===== src/design/sle_regs.svh =====
// register offsets, field positions, reset values and timing figures of the lamp encoder
`ifndef SLE_REGS_SVH
`define SLE_REGS_SVH

// register byte addresses
`define SLE_ADDR_CTRL 8'h00
`define SLE_ADDR_STATUS 8'h04
`define SLE_ADDR_IRQ_STATUS 8'h08
`define SLE_ADDR_IRQ_MASK 8'h0C

// control register fields
`define SLE_CTRL_CUTOFF_RESET 0

// interrupt status and mask fields
`define SLE_IRQ_WIDTH 4
`define SLE_IRQ_CUTOFF 0
`define SLE_IRQ_UNDERVOLT 1
`define SLE_IRQ_DC_LOSS 2
`define SLE_IRQ_LINK_LOSS 3
`define SLE_IRQ_MASK_RESET 4'h0
`define SLE_IRQ_STATUS_RESET 4'h0

// positions of the synchronised pins, also status register bits 12:0
`define SLE_PIN_COUNT 13
`define SLE_PIN_DC 0
`define SLE_PIN_SAFETY 1
`define SLE_PIN_AUX 2
`define SLE_PIN_UNDERVOLT 3
`define SLE_PIN_CHARGED 4
`define SLE_PIN_CHARGING 5
`define SLE_PIN_CUTOFF 6
`define SLE_PIN_LINK_LSB 7
`define SLE_PIN_ACT_LSB 10
`define SLE_PIN_RESET 13'h0000

// further status register bits
`define SLE_STATUS_LATCH 13
`define SLE_STATUS_TORQUE 14

// lamp port count and flash timing
`define SLE_PORT_COUNT 3
`define SLE_CLK_KHZ 50000
`define SLE_FLASH_HALF_MS 250

`endif


===== src/design/sle_pkg.sv =====
// types shared by the lamp encoder files
package sle_pkg;

  // device state machine as seen by the lamps
  typedef enum logic [2:0] {
    SLE_DEV_POWER_UP,
    SLE_DEV_STANDBY,
    SLE_DEV_OP_ENABLED,
    SLE_DEV_FAULT_REACTION,
    SLE_DEV_FAULT,
    SLE_DEV_OTHER
  } sle_dev_state_t;

  // network condition for the network lamp
  typedef enum logic [2:0] {
    SLE_NET_OFF,
    SLE_NET_MASTER,
    SLE_NET_ONLINE,
    SLE_NET_INIT_DONE,
    SLE_NET_ERROR
  } sle_net_state_t;

endpackage : sle_pkg


===== src/design/sle_lamp_encoder.sv =====
// status lamp encoder: lamp patterns, torque cutoff record, register port and interrupt
//
// The strobed register port and the register addresses were left to the implementer.
`timescale 1ns/1ps
`default_nettype none
`include "sle_regs.svh"

module sle_lamp_encoder #(
  parameter bit IS_CAP_MODULE = 1'b0,
  parameter int FLASH_HALF_CYCLES = `SLE_FLASH_HALF_MS * `SLE_CLK_KHZ
) (
  input wire logic clk,
  input wire logic rst_n,
  input wire sle_pkg::sle_dev_state_t devState,
  input wire sle_pkg::sle_net_state_t netState,
  input wire logic dcLinkPresent,
  input wire logic safetySupplyPresent,
  input wire logic auxDelivered,
  input wire logic auxUndervoltage,
  input wire logic capCharged,
  input wire logic capCharging,
  input wire logic torqueCutoffIn,
  input wire logic [2:0] portLink,
  input wire logic [2:0] portActivity,
  input wire logic [7:0] regAddr,
  input wire logic [31:0] regWdata,
  input wire logic regWrite,
  input wire logic regRead,
  output logic [31:0] regRdata,
  output logic unitLampGreen,
  output logic unitLampRed,
  output logic safetyLampGreen,
  output logic auxLampGreen,
  output logic auxLampRed,
  output logic networkLampGreen,
  output logic networkLampRed,
  output logic capacitorLampGreen,
  output logic [2:0] portLampGreen,
  output logic torqueCutoffOut,
  output logic torqueEnable,
  output logic irq
);

  localparam int NP = `SLE_PIN_COUNT;
  localparam int IW = `SLE_IRQ_WIDTH;

  typedef struct packed {
    logic [NP-1:0] sync1;
    logic [NP-1:0] sync2;
    logic [NP-1:0] prev;
    logic unitGreen;
    logic unitRed;
    logic safetyGreen;
    logic auxGreen;
    logic auxRed;
    logic netGreen;
    logic netRed;
    logic capGreen;
    logic [2:0] portGreen;
    logic cutoffLatched;
    logic cutoffOut;
    logic torqueOn;
    logic [IW-1:0] irqStatus;
    logic [IW-1:0] irqMask;
    logic irqOut;
    logic [31:0] rdata;
  } sle_enc_state_t;

  sle_enc_state_t st;
  sle_enc_state_t next_st;
  logic flashPhase;
  logic [NP-1:0] pinRaw;
  logic [2:0] next_portGreen;

  sle_flash_gen #(
    .HALF_CYCLES(FLASH_HALF_CYCLES)
  ) sle_flash_gen_inst (
    .clk(clk),
    .rst_n(rst_n),
    .flashPhase(flashPhase)
  );

  // gather the asynchronous pins into one vector for the synchroniser
  assign pinRaw = {portActivity, portLink, torqueCutoffIn, capCharging, capCharged,
                   auxUndervoltage, auxDelivered, safetySupplyPresent, dcLinkPresent};

  // one lamp per port; the capacitor module has no third port
  generate
    for (genvar p = 0; p < `SLE_PORT_COUNT; p++) begin : g_port
      always_comb begin
        if (IS_CAP_MODULE && p == 2) begin
          next_portGreen[p] = 1'b0;
        end else if (!st.sync2[`SLE_PIN_LINK_LSB + p]) begin
          next_portGreen[p] = 1'b0;
        end else if (st.sync2[`SLE_PIN_ACT_LSB + p]) begin
          next_portGreen[p] = flashPhase;
        end else begin
          next_portGreen[p] = 1'b1;
        end
      end
    end
  endgenerate

  // lamp encoding, cutoff record, events and register port
  always_comb begin
    logic [IW-1:0] events;
    logic [IW-1:0] clearBits;
    logic [2:0] linkFell;
    logic cutoffNow;
    events = '0;
    clearBits = '0;
    linkFell = '0;
    cutoffNow = 1'b0;
    next_st = st;
    // two flops on every pin before any logic reads it
    next_st.sync1 = pinRaw;
    next_st.sync2 = st.sync1;
    next_st.prev = st.sync2;
    next_st.unitGreen = 1'b0;
    next_st.unitRed = 1'b0;
    // fault outranks supply, supply outranks the normal green states
    if (devState == sle_pkg::SLE_DEV_FAULT || devState == sle_pkg::SLE_DEV_FAULT_REACTION) begin
      next_st.unitRed = 1'b1;
    end else if (!st.sync2[`SLE_PIN_DC]) begin
      next_st.unitRed = flashPhase;
    end else if (devState == sle_pkg::SLE_DEV_OP_ENABLED) begin
      next_st.unitGreen = 1'b1;
    end else if (devState == sle_pkg::SLE_DEV_STANDBY ||
                 devState == sle_pkg::SLE_DEV_POWER_UP) begin
      next_st.unitGreen = flashPhase;
    end
    next_st.safetyGreen = st.sync2[`SLE_PIN_SAFETY];
    // undervoltage wins over the green aux indication
    next_st.auxRed = !IS_CAP_MODULE && st.sync2[`SLE_PIN_UNDERVOLT];
    next_st.auxGreen = !IS_CAP_MODULE && !st.sync2[`SLE_PIN_UNDERVOLT] &&
                       st.sync2[`SLE_PIN_AUX];
    // network lamp, orange is both colours together
    next_st.netGreen = 1'b0;
    next_st.netRed = 1'b0;
    case (netState)
      sle_pkg::SLE_NET_MASTER: begin
        next_st.netGreen = 1'b1;
      end
      sle_pkg::SLE_NET_ONLINE: begin
        next_st.netGreen = 1'b1;
        next_st.netRed = 1'b1;
      end
      sle_pkg::SLE_NET_INIT_DONE: begin
        next_st.netRed = flashPhase;
      end
      sle_pkg::SLE_NET_ERROR: begin
        next_st.netRed = 1'b1;
      end
      default: begin
        next_st.netGreen = 1'b0;
      end
    endcase
    // capacitor charge, a change in progress outranks full charge
    if (!IS_CAP_MODULE) begin
      next_st.capGreen = 1'b0;
    end else if (st.sync2[`SLE_PIN_CHARGING]) begin
      next_st.capGreen = flashPhase;
    end else begin
      next_st.capGreen = st.sync2[`SLE_PIN_CHARGED];
    end
    next_st.portGreen = next_portGreen;
    // cutoff record cleared only by the controller, never while still active
    cutoffNow = st.sync2[`SLE_PIN_CUTOFF];
    if (cutoffNow) begin
      next_st.cutoffLatched = 1'b1;
    end else if (regWrite && regAddr == `SLE_ADDR_CTRL &&
                 regWdata[`SLE_CTRL_CUTOFF_RESET]) begin
      next_st.cutoffLatched = 1'b0;
    end
    // torque only when no cutoff is active or recorded
    next_st.torqueOn = !cutoffNow && !next_st.cutoffLatched;
    // forward down the chain, capacitor module is outside it
    next_st.cutoffOut = !IS_CAP_MODULE && (cutoffNow || next_st.cutoffLatched);
    // events taken from edges of the synchronised pins
    linkFell = st.prev[`SLE_PIN_LINK_LSB +: 3] & ~st.sync2[`SLE_PIN_LINK_LSB +: 3];
    events[`SLE_IRQ_CUTOFF] = cutoffNow && !st.prev[`SLE_PIN_CUTOFF];
    events[`SLE_IRQ_UNDERVOLT] = !IS_CAP_MODULE && st.sync2[`SLE_PIN_UNDERVOLT] &&
                                 !st.prev[`SLE_PIN_UNDERVOLT];
    events[`SLE_IRQ_DC_LOSS] = st.prev[`SLE_PIN_DC] && !st.sync2[`SLE_PIN_DC];
    events[`SLE_IRQ_LINK_LOSS] = |linkFell;
    // register writes; a new event wins over a clear in the same cycle
    if (regWrite && regAddr == `SLE_ADDR_IRQ_STATUS) begin
      clearBits = regWdata[IW-1:0];
    end else if (regWrite && regAddr == `SLE_ADDR_IRQ_MASK) begin
      next_st.irqMask = regWdata[IW-1:0];
    end
    next_st.irqStatus = (st.irqStatus & ~clearBits) | events;
    next_st.irqOut = |(next_st.irqStatus & next_st.irqMask);
    // register reads, data stand in the following cycle only
    next_st.rdata = 32'h0000_0000;
    if (regRead && regAddr == `SLE_ADDR_STATUS) begin
      next_st.rdata[NP-1:0] = st.sync2;
      next_st.rdata[`SLE_STATUS_LATCH] = st.cutoffLatched;
      next_st.rdata[`SLE_STATUS_TORQUE] = st.torqueOn;
    end else if (regRead && regAddr == `SLE_ADDR_IRQ_STATUS) begin
      next_st.rdata[IW-1:0] = st.irqStatus;
    end else if (regRead && regAddr == `SLE_ADDR_IRQ_MASK) begin
      next_st.rdata[IW-1:0] = st.irqMask;
    end
  end

  // state register; torque stays off until the first clean cycle after reset
  always_ff @(posedge clk or negedge rst_n) begin
    if (!rst_n) begin
      st <= '0;
    end else begin
      st <= next_st;
    end
  end

  // every output straight from the state register
  assign regRdata = st.rdata;
  assign unitLampGreen = st.unitGreen;
  assign unitLampRed = st.unitRed;
  assign safetyLampGreen = st.safetyGreen;
  assign auxLampGreen = st.auxGreen;
  assign auxLampRed = st.auxRed;
  assign networkLampGreen = st.netGreen;
  assign networkLampRed = st.netRed;
  assign capacitorLampGreen = st.capGreen;
  assign portLampGreen = st.portGreen;
  assign torqueCutoffOut = st.cutoffOut;
  assign torqueEnable = st.torqueOn;
  assign irq = st.irqOut;
endmodule : sle_lamp_encoder

`default_nettype wire


===== src/design/sle_flash_gen.sv =====
// free running flash phase generator for the lamps
`timescale 1ns/1ps
`default_nettype none

module sle_flash_gen #(
  parameter int HALF_CYCLES = 12500000
) (
  input wire logic clk,
  input wire logic rst_n,
  output logic flashPhase
);

  localparam int CW = $clog2(HALF_CYCLES + 1);

  typedef struct packed {
    logic [CW-1:0] count;
    logic phase;
  } sle_flash_state_t;

  sle_flash_state_t st;
  sle_flash_state_t next_st;

  // count one half period, then turn the phase round
  always_comb begin
    next_st = st;
    if (st.count == CW'(HALF_CYCLES - 1)) begin
      next_st.count = '0;
      next_st.phase = ~st.phase;
    end else begin
      next_st.count = st.count + CW'(1);
    end
  end

  // state register
  always_ff @(posedge clk or negedge rst_n) begin
    if (!rst_n) begin
      st <= '0;
    end else begin
      st <= next_st;
    end
  end

  assign flashPhase = st.phase;

endmodule : sle_flash_gen

`default_nettype wire


===== config.mk =====
export PLATFORM = sky130hd
export DESIGN_NAME = sle_lamp_encoder
export DESIGN_NICKNAME = d
export VERILOG_FILES = /design/src/design/sle_pkg.sv /design/src/design/sle_lamp_encoder.sv /design/src/design/sle_flash_gen.sv
export VERILOG_INCLUDE_DIRS = /design/src /design/src/design
export SDC_FILE = /design/constraint.sdc
export NUM_CORES = 1
export LEC_CHECK = 0
export ABC_AREA = 1
export BUFFER_PORTS_ARGS = -buffer_cell sky130_fd_sc_hd__buf_2
export CAP_MARGIN = 25
export CORE_ASPECT_RATIO = 0.5
export CORE_MARGIN = 4
export CORE_UTILIZATION = 47
export DETAILED_ROUTE_END_ITERATION = 16
export PLACE_DENSITY = 0.76
export SYNTH_ARGS = -nofsm -noshare
export SYNTH_HDL_FRONTEND = slang
export SYNTH_SLANG_ARGS = --single-unit

===== constraint.sdc =====
create_clock -name clk -period 1.7 [get_ports clk]
set_clock_uncertainty 0.15 [all_clocks]
set_input_delay 0.34 -clock clk [delete_from_list [all_inputs] [get_ports clk]]
set_output_delay 0.34 -clock clk [all_outputs]
set_load 0.005 [all_outputs]

Word level (Yosys, flattened, before mapping) --
Index checks and enable logic that the tools add are counted.
Storage, ports and cells: register bits after elaboration 98, bits in latches 0, memory bits (writable) 0, ROM bits 0, bits of input ports 63, word-level logic and storage cells 91, memories 0
Operators by class: add/subtract/negate cells 1, $mul 0, divide/modulo/power cells 0, $lt $le $gt $ge 0, equal/unequal tests 12, shift operators 0, multiplexer cells 24, bitwise operators 7, reductions and logical operators 27
Operators by type and width (count):
- $add A24 B1 Y24 const B | 1
- $eq A24 B24 Y1 const B | 1
- $mux W24 | 1
- $mux W4 | 6
- $eq A8 B4 Y1 const B | 2
- $mux W1 | 15
- $eq A3 B2 Y1 const B | 4
- $logic_and A1 B1 Y1 | 12
- $mux W11 | 1
- $and A4 B4 Y4 | 2
- $eq A8 B3 Y1 const B | 1
- $logic_not A8 Y1 | 1
- $eq A3 B1 Y1 const B | 2
- $eq A3 B3 Y1 const B | 2
- $logic_not A1 Y1 | 6
- $not A4 Y4 | 1
- $or A4 B4 Y4 | 1
- $reduce_or A2 Y1 | 2
- $reduce_or A4 Y1 | 1
- $and A3 B3 Y3 | 1
- $logic_not A3 Y1 | 1
- $logic_or A1 B1 Y1 | 3
- $not A3 Y3 | 1
- $reduce_or A3 Y1 | 1
- 2 further kinds | 2

Longest topological paths before layout --
word-level depth 8, depth in mapped cells 11

By module --
Synthesis repeated with hierarchy kept, for this count alone.
Unflattened totals: cell total of the unflattened synthesis 438, area, all modules 4117.7 sq um
Modules (own cells, without submodules):
- sle_lamp_encoder | times used 1, cells each 225, area an instance 2605.0 sq um, seq. area each 1701.6 sq um
- sle_flash_gen | times used 1, cells each 213, area an instance 1512.7 sq um, seq. area each 625.6 sq um

Worst setup path after synthesis --
OpenSTA, ideal clock, no wires.
path kind register to register, from reg sle_flash_gen_inst.st[1] (netlist bit), to reg sle_flash_gen_inst.st, in the netlist sle_flash_gen_inst.flashPhase, arrival 1.328 ns, data required time 1.426 ns, setup slack 0.098 ns, stages on the path, launching flop included 9, buffers on the path 1, clock period less this slack 1.602 ns, cells stage by stage dfrtp_1 -> ha_1 -> nand2_1 -> nor2_4 -> inv_2 -> nor2_1 -> nand3_2 -> buf_6 -> xor2_1
Between the ends: cells in the longest elaborated chain, start to end 1
Ends and longest elaborated chain:
- start, declared | RTL line sle_flash_gen.sv:20 | sle_flash_state_t st;
- start signal, assigned | RTL line sle_flash_gen.sv:39 | st <= next_st;
- $eq A24 B24 Y1 | RTL line sle_flash_gen.sv:26 | if (st.count == CW'(HALF_CYCLES - 1)) begin
No other way between the ends. A chain may end at the register's enable or synchronous reset.

==> impl_metrics.csv <==
group,metric,value,unit
global_route,grt_pass1_wl,13.1,mm
clocking,cts.htree.levels,3,
worst_setup_path,timing.rr.end,"sle_flash_gen_inst.st[18]",
sta,fin_crit_sh,95.4,%
global_route,grt_pass1_vias,2882,
sta,max_freq,617,MHz
worst_setup_path,required,1.82,ns
placed_design,dp_slack,0.000622,ns
synth,synth.distinct_cells,35,
worst_setup_path,crit_buf_inv,1,
hold_path,hold_depth,2,
detailed_routing,vias,2947,
worst_setup_path,worst_r2r_path_depth,9,
worst_setup_path,worstSetupStartpointType,"flop",
sta,setup_slack,0.0780,ns
power,ir_drop,0.453,mV
global_route,grt.busiest_layer,"met2",
synth,synth_warnings,0,
synth,synthTopCellsByCount,"93 x dfrtp_1, 84 x nand2_1, 57 x inv_1",
hold_path,worst_hold_path.endpoint,"networkLampGreen",
global_route,grt_max_degree,30,
detailed_routing,drcViolationCount,0,
global_route,use_met1,19.8,%
clocking,path_clk_slew,0.06,ns
synth,synth_most_common_cell,"dfrtp_1",
worst_setup_path,r2r-start,"sle_flash_gen_inst.st[1]",
floorplan,num_rows,23,
power,power.leakage,2.54,nW
worst_setup_path,critPathCaptureType,"flop",
detailed_routing,via_per_inst,4.73,
finish,fill_cells,670,
floorplan,dieArea,10100,µm²
synth,synth-edff-count,0,
finish,multi_input_area,1310,µm²
detailed_routing,firstDrtPassIters,4,
finish,fin_nets,570,
synth,ys_ff_latch,93,
sta,final-hold-violation-count,0,
finish,areaGrowthSynthToFinish,23.9,%
clocking,clk_path_buf_depth,2,
synth,synth_area_leader_cell,"dfrtp_1",
worst_setup_path,worstPathMaxFanout,4,
finish,finalNonFillerCells,623,
clocking,ctsRootBufferMaster,"clkbuf_16",
clocking,clk_latency,0.34,ns
sta,setup_viol,0,
synth,syn_inst,422,
clocking,cts_made_buffers,9,
clocking,cts.sinks,93,
detailed_routing,drt_iter0_drc,179,
worst_setup_path,cp_top_family,"simple AND/OR/NAND/NOR gates",
global_route,met3_usage,6.61,%
worst_setup_path,path_cells,"buf_4, nand2_2, nor2_4, nand2_4, nor4_2, nand2_1, nand2_1, nand2_1, nor2_1",
synth,synthArstFlopShare,100,%
power,p_per_area,942,nW/µm²
synth,yosys-top-cells-area,"dfrtp_1 58%, nand2_1 7.9%, buf_4 6.8%",
global_route,gr-usage-met2,28.5,%
hold_path,hp-start,"netState[2]",
worst_setup_path,cp_common_cell,"nand2_1",
worst_setup_path,path_class,"flop to flop",
worst_setup_path,reg2reg_setup_slack,0.08,ns
floorplan,io-pin-count,109,
synth,synth_ff_type,"dfrtp_1",
synth,syn_area,4000,µm²
run,drv_cap,0,
detailed_routing,ant_nets,0,
floorplan,core,8140,µm²
sta,rsz0062_at_grt,"yes",
finish,n_antenna_cell,0,
placed_design,port_buffers,62,
sta,drv_slew,0,
detailed_routing,wl_per_cell,12.6,µm
floorplan,start_util,49.1,%
worst_setup_path,cp_slowest_cell,"dfrtp_1",
sta,period_minus_slack,1.62,ns
placed_design,post-dp-hpwl,5.65,mm
floorplan,die_y,73.2,µm
clocking,cts_tree,"built",
finish,layout-drive-gt1-share,27.0,%
synth,ys_seq_area_share,58.2,%
worst_setup_path,arrival,1.74,ns
placed_design,routabilityCongestion,0.867,
synth,syn_area_per_cell,9.47,µm²
hold_path,hold_path_class,"primary input to flop",
detailed_routing,totalWireLength,7.88,mm
global_route,grtUsageTotal,16.5,%
floorplan,die-width,138,µm
global_route,grt_overflow,0,
global_route,grt_antenna_before_repair,0,
outcome,outcome,"complete, no violations",
finish,regArea,2330,µm²
synth,synth_top_cell_area_share,58.2,%
worst_setup_path,max_stage_delay,0.36,ns
sta,finalHoldWorstSlack,0.0254,ns
placed_design,dp_cells,591,
report_power, final:
part	total [mW]	switching, mW	internal, mW
logic	0.214	0.119	0.0945
registers	2.30	0.0238	2.27
clock network	2.16	0.845	1.31
total	4.67	0.988	3.68
layer usage:
layer	up-vias	share of wire [%]
li1	1450	-
met1	1392	42
met2	94	50
met3	11	6.6
met4	0	1.3
met5	-	0
sequential cells by signal, indices dropped and copies added, names as in the netlist:
signal and count:
st 16, next_st 26, networkLampRed 1, unitLampGreen 1
sle_flash_gen_inst.st 24, portLampGreen 3, torqueCutoffOut 1, regRdata 15
auxLampGreen 1, irq 1, sle_flash_gen_inst.flashPhase 1, torqueEnable 1
unitLampRed 1, networkLampGreen 1
final cells by class:
| type | count | share of cell area (%) |
|---|---|---|
| Sequential cell | 93 | 47.0 |
| Multi-Input combinational cell | 248 | 26.4 |
| Timing Repair Buffer | 95 | 12.6 |
| Clock buffer | 9 | 4.55 |
| Inverter | 59 | 4.47 |
| Tap cell | 112 | 2.83 |
| Clock inverter | 7 | 2.12 |
kinds of logic after synthesis:
kind of cell / count (synthesis) / synth area share [%]
AOI/OAI and AO/OA: 21 / 3.16
xor gates and xnor gates: 10 / 2.19
adders and majority gates: 1 / 0.313
buffers and inverters: 98 / 12.8
DFF: 93 / 58.2
other: 1 / 0.0938
and+or+nand+nor: 198 / 23.2
worst max path at each step:
| stage | from | end | slack [ns] | cells past startpoint |
|---|---|---|---|---|
| after floorplan | sle_flash_gen_inst.st[1] | sle_flash_gen_inst.flashPhase | 0.1 | 8 |
| after global placement | sle_flash_gen_inst.st[1] | sle_flash_gen_inst.st[21] | 0.04 | 9 |
| after detailed placement | sle_flash_gen_inst.st[2] | sle_flash_gen_inst.st[22] | 0.0006 | 9 |
| after CTS | sle_flash_gen_inst.st[2] | sle_flash_gen_inst.st[23] | 0.003 | 9 |
| after global routing | sle_flash_gen_inst.st[1] | sle_flash_gen_inst.st[21] | -0.10 | 10 |
| final | sle_flash_gen_inst.st[1] | sle_flash_gen_inst.st[18] | 0.08 | 9 |
timing repair:
action                                  CTS  global route
gates resized for setup                   2            25
hold buffers                             14             0
pin swaps                                 1            14
endpoints found under the setup margin    4            19
endpoints found under the hold margin    38             0
buffers inserted                          0             2
through the flow:
stage / instance area [µm²] / setup TNS [ns] / util, % / power (mW)
floorplan: 4060 / 0 / - / 2.42
global placement: 4380 / 0 / 53.7 / 2.52
detailed placement: 4380 / 0 / 53.7 / 2.53
CTS: 4860 / 0 / 59.6 / 4.72
global route: 4950 / -0.213 / 60.8 / 4.87
finish: 4950 / 0 / 60.8 / 4.67
placed cells by master (no fill, tap or decap), types with 2 or more instances in the layout:
cell type and instances:
dfrtp_1 91, nand2_1 79, buf_2 61, inv_1 57
nor2_1 36, nand3_1 25, conb_1 18, buf_4 17
dlygate4sd3_1 14, nor3_1 11, nand4_1 11, a21oi_1 9
clkbuf_16 9, nand2_2 8, nor2_4 7, xor2_1 7
nor2_2 5, nor3_2 5, o21ai_1 4, xnor2_1 3
inv_2 2, nand2_4 2, nor3_4 2, nand3_2 2
o21ai_0 2, bufinv_16 2, inv_8 2, buf_12 2
dfrtp_2 2
(Power assumes the default switching activity.)
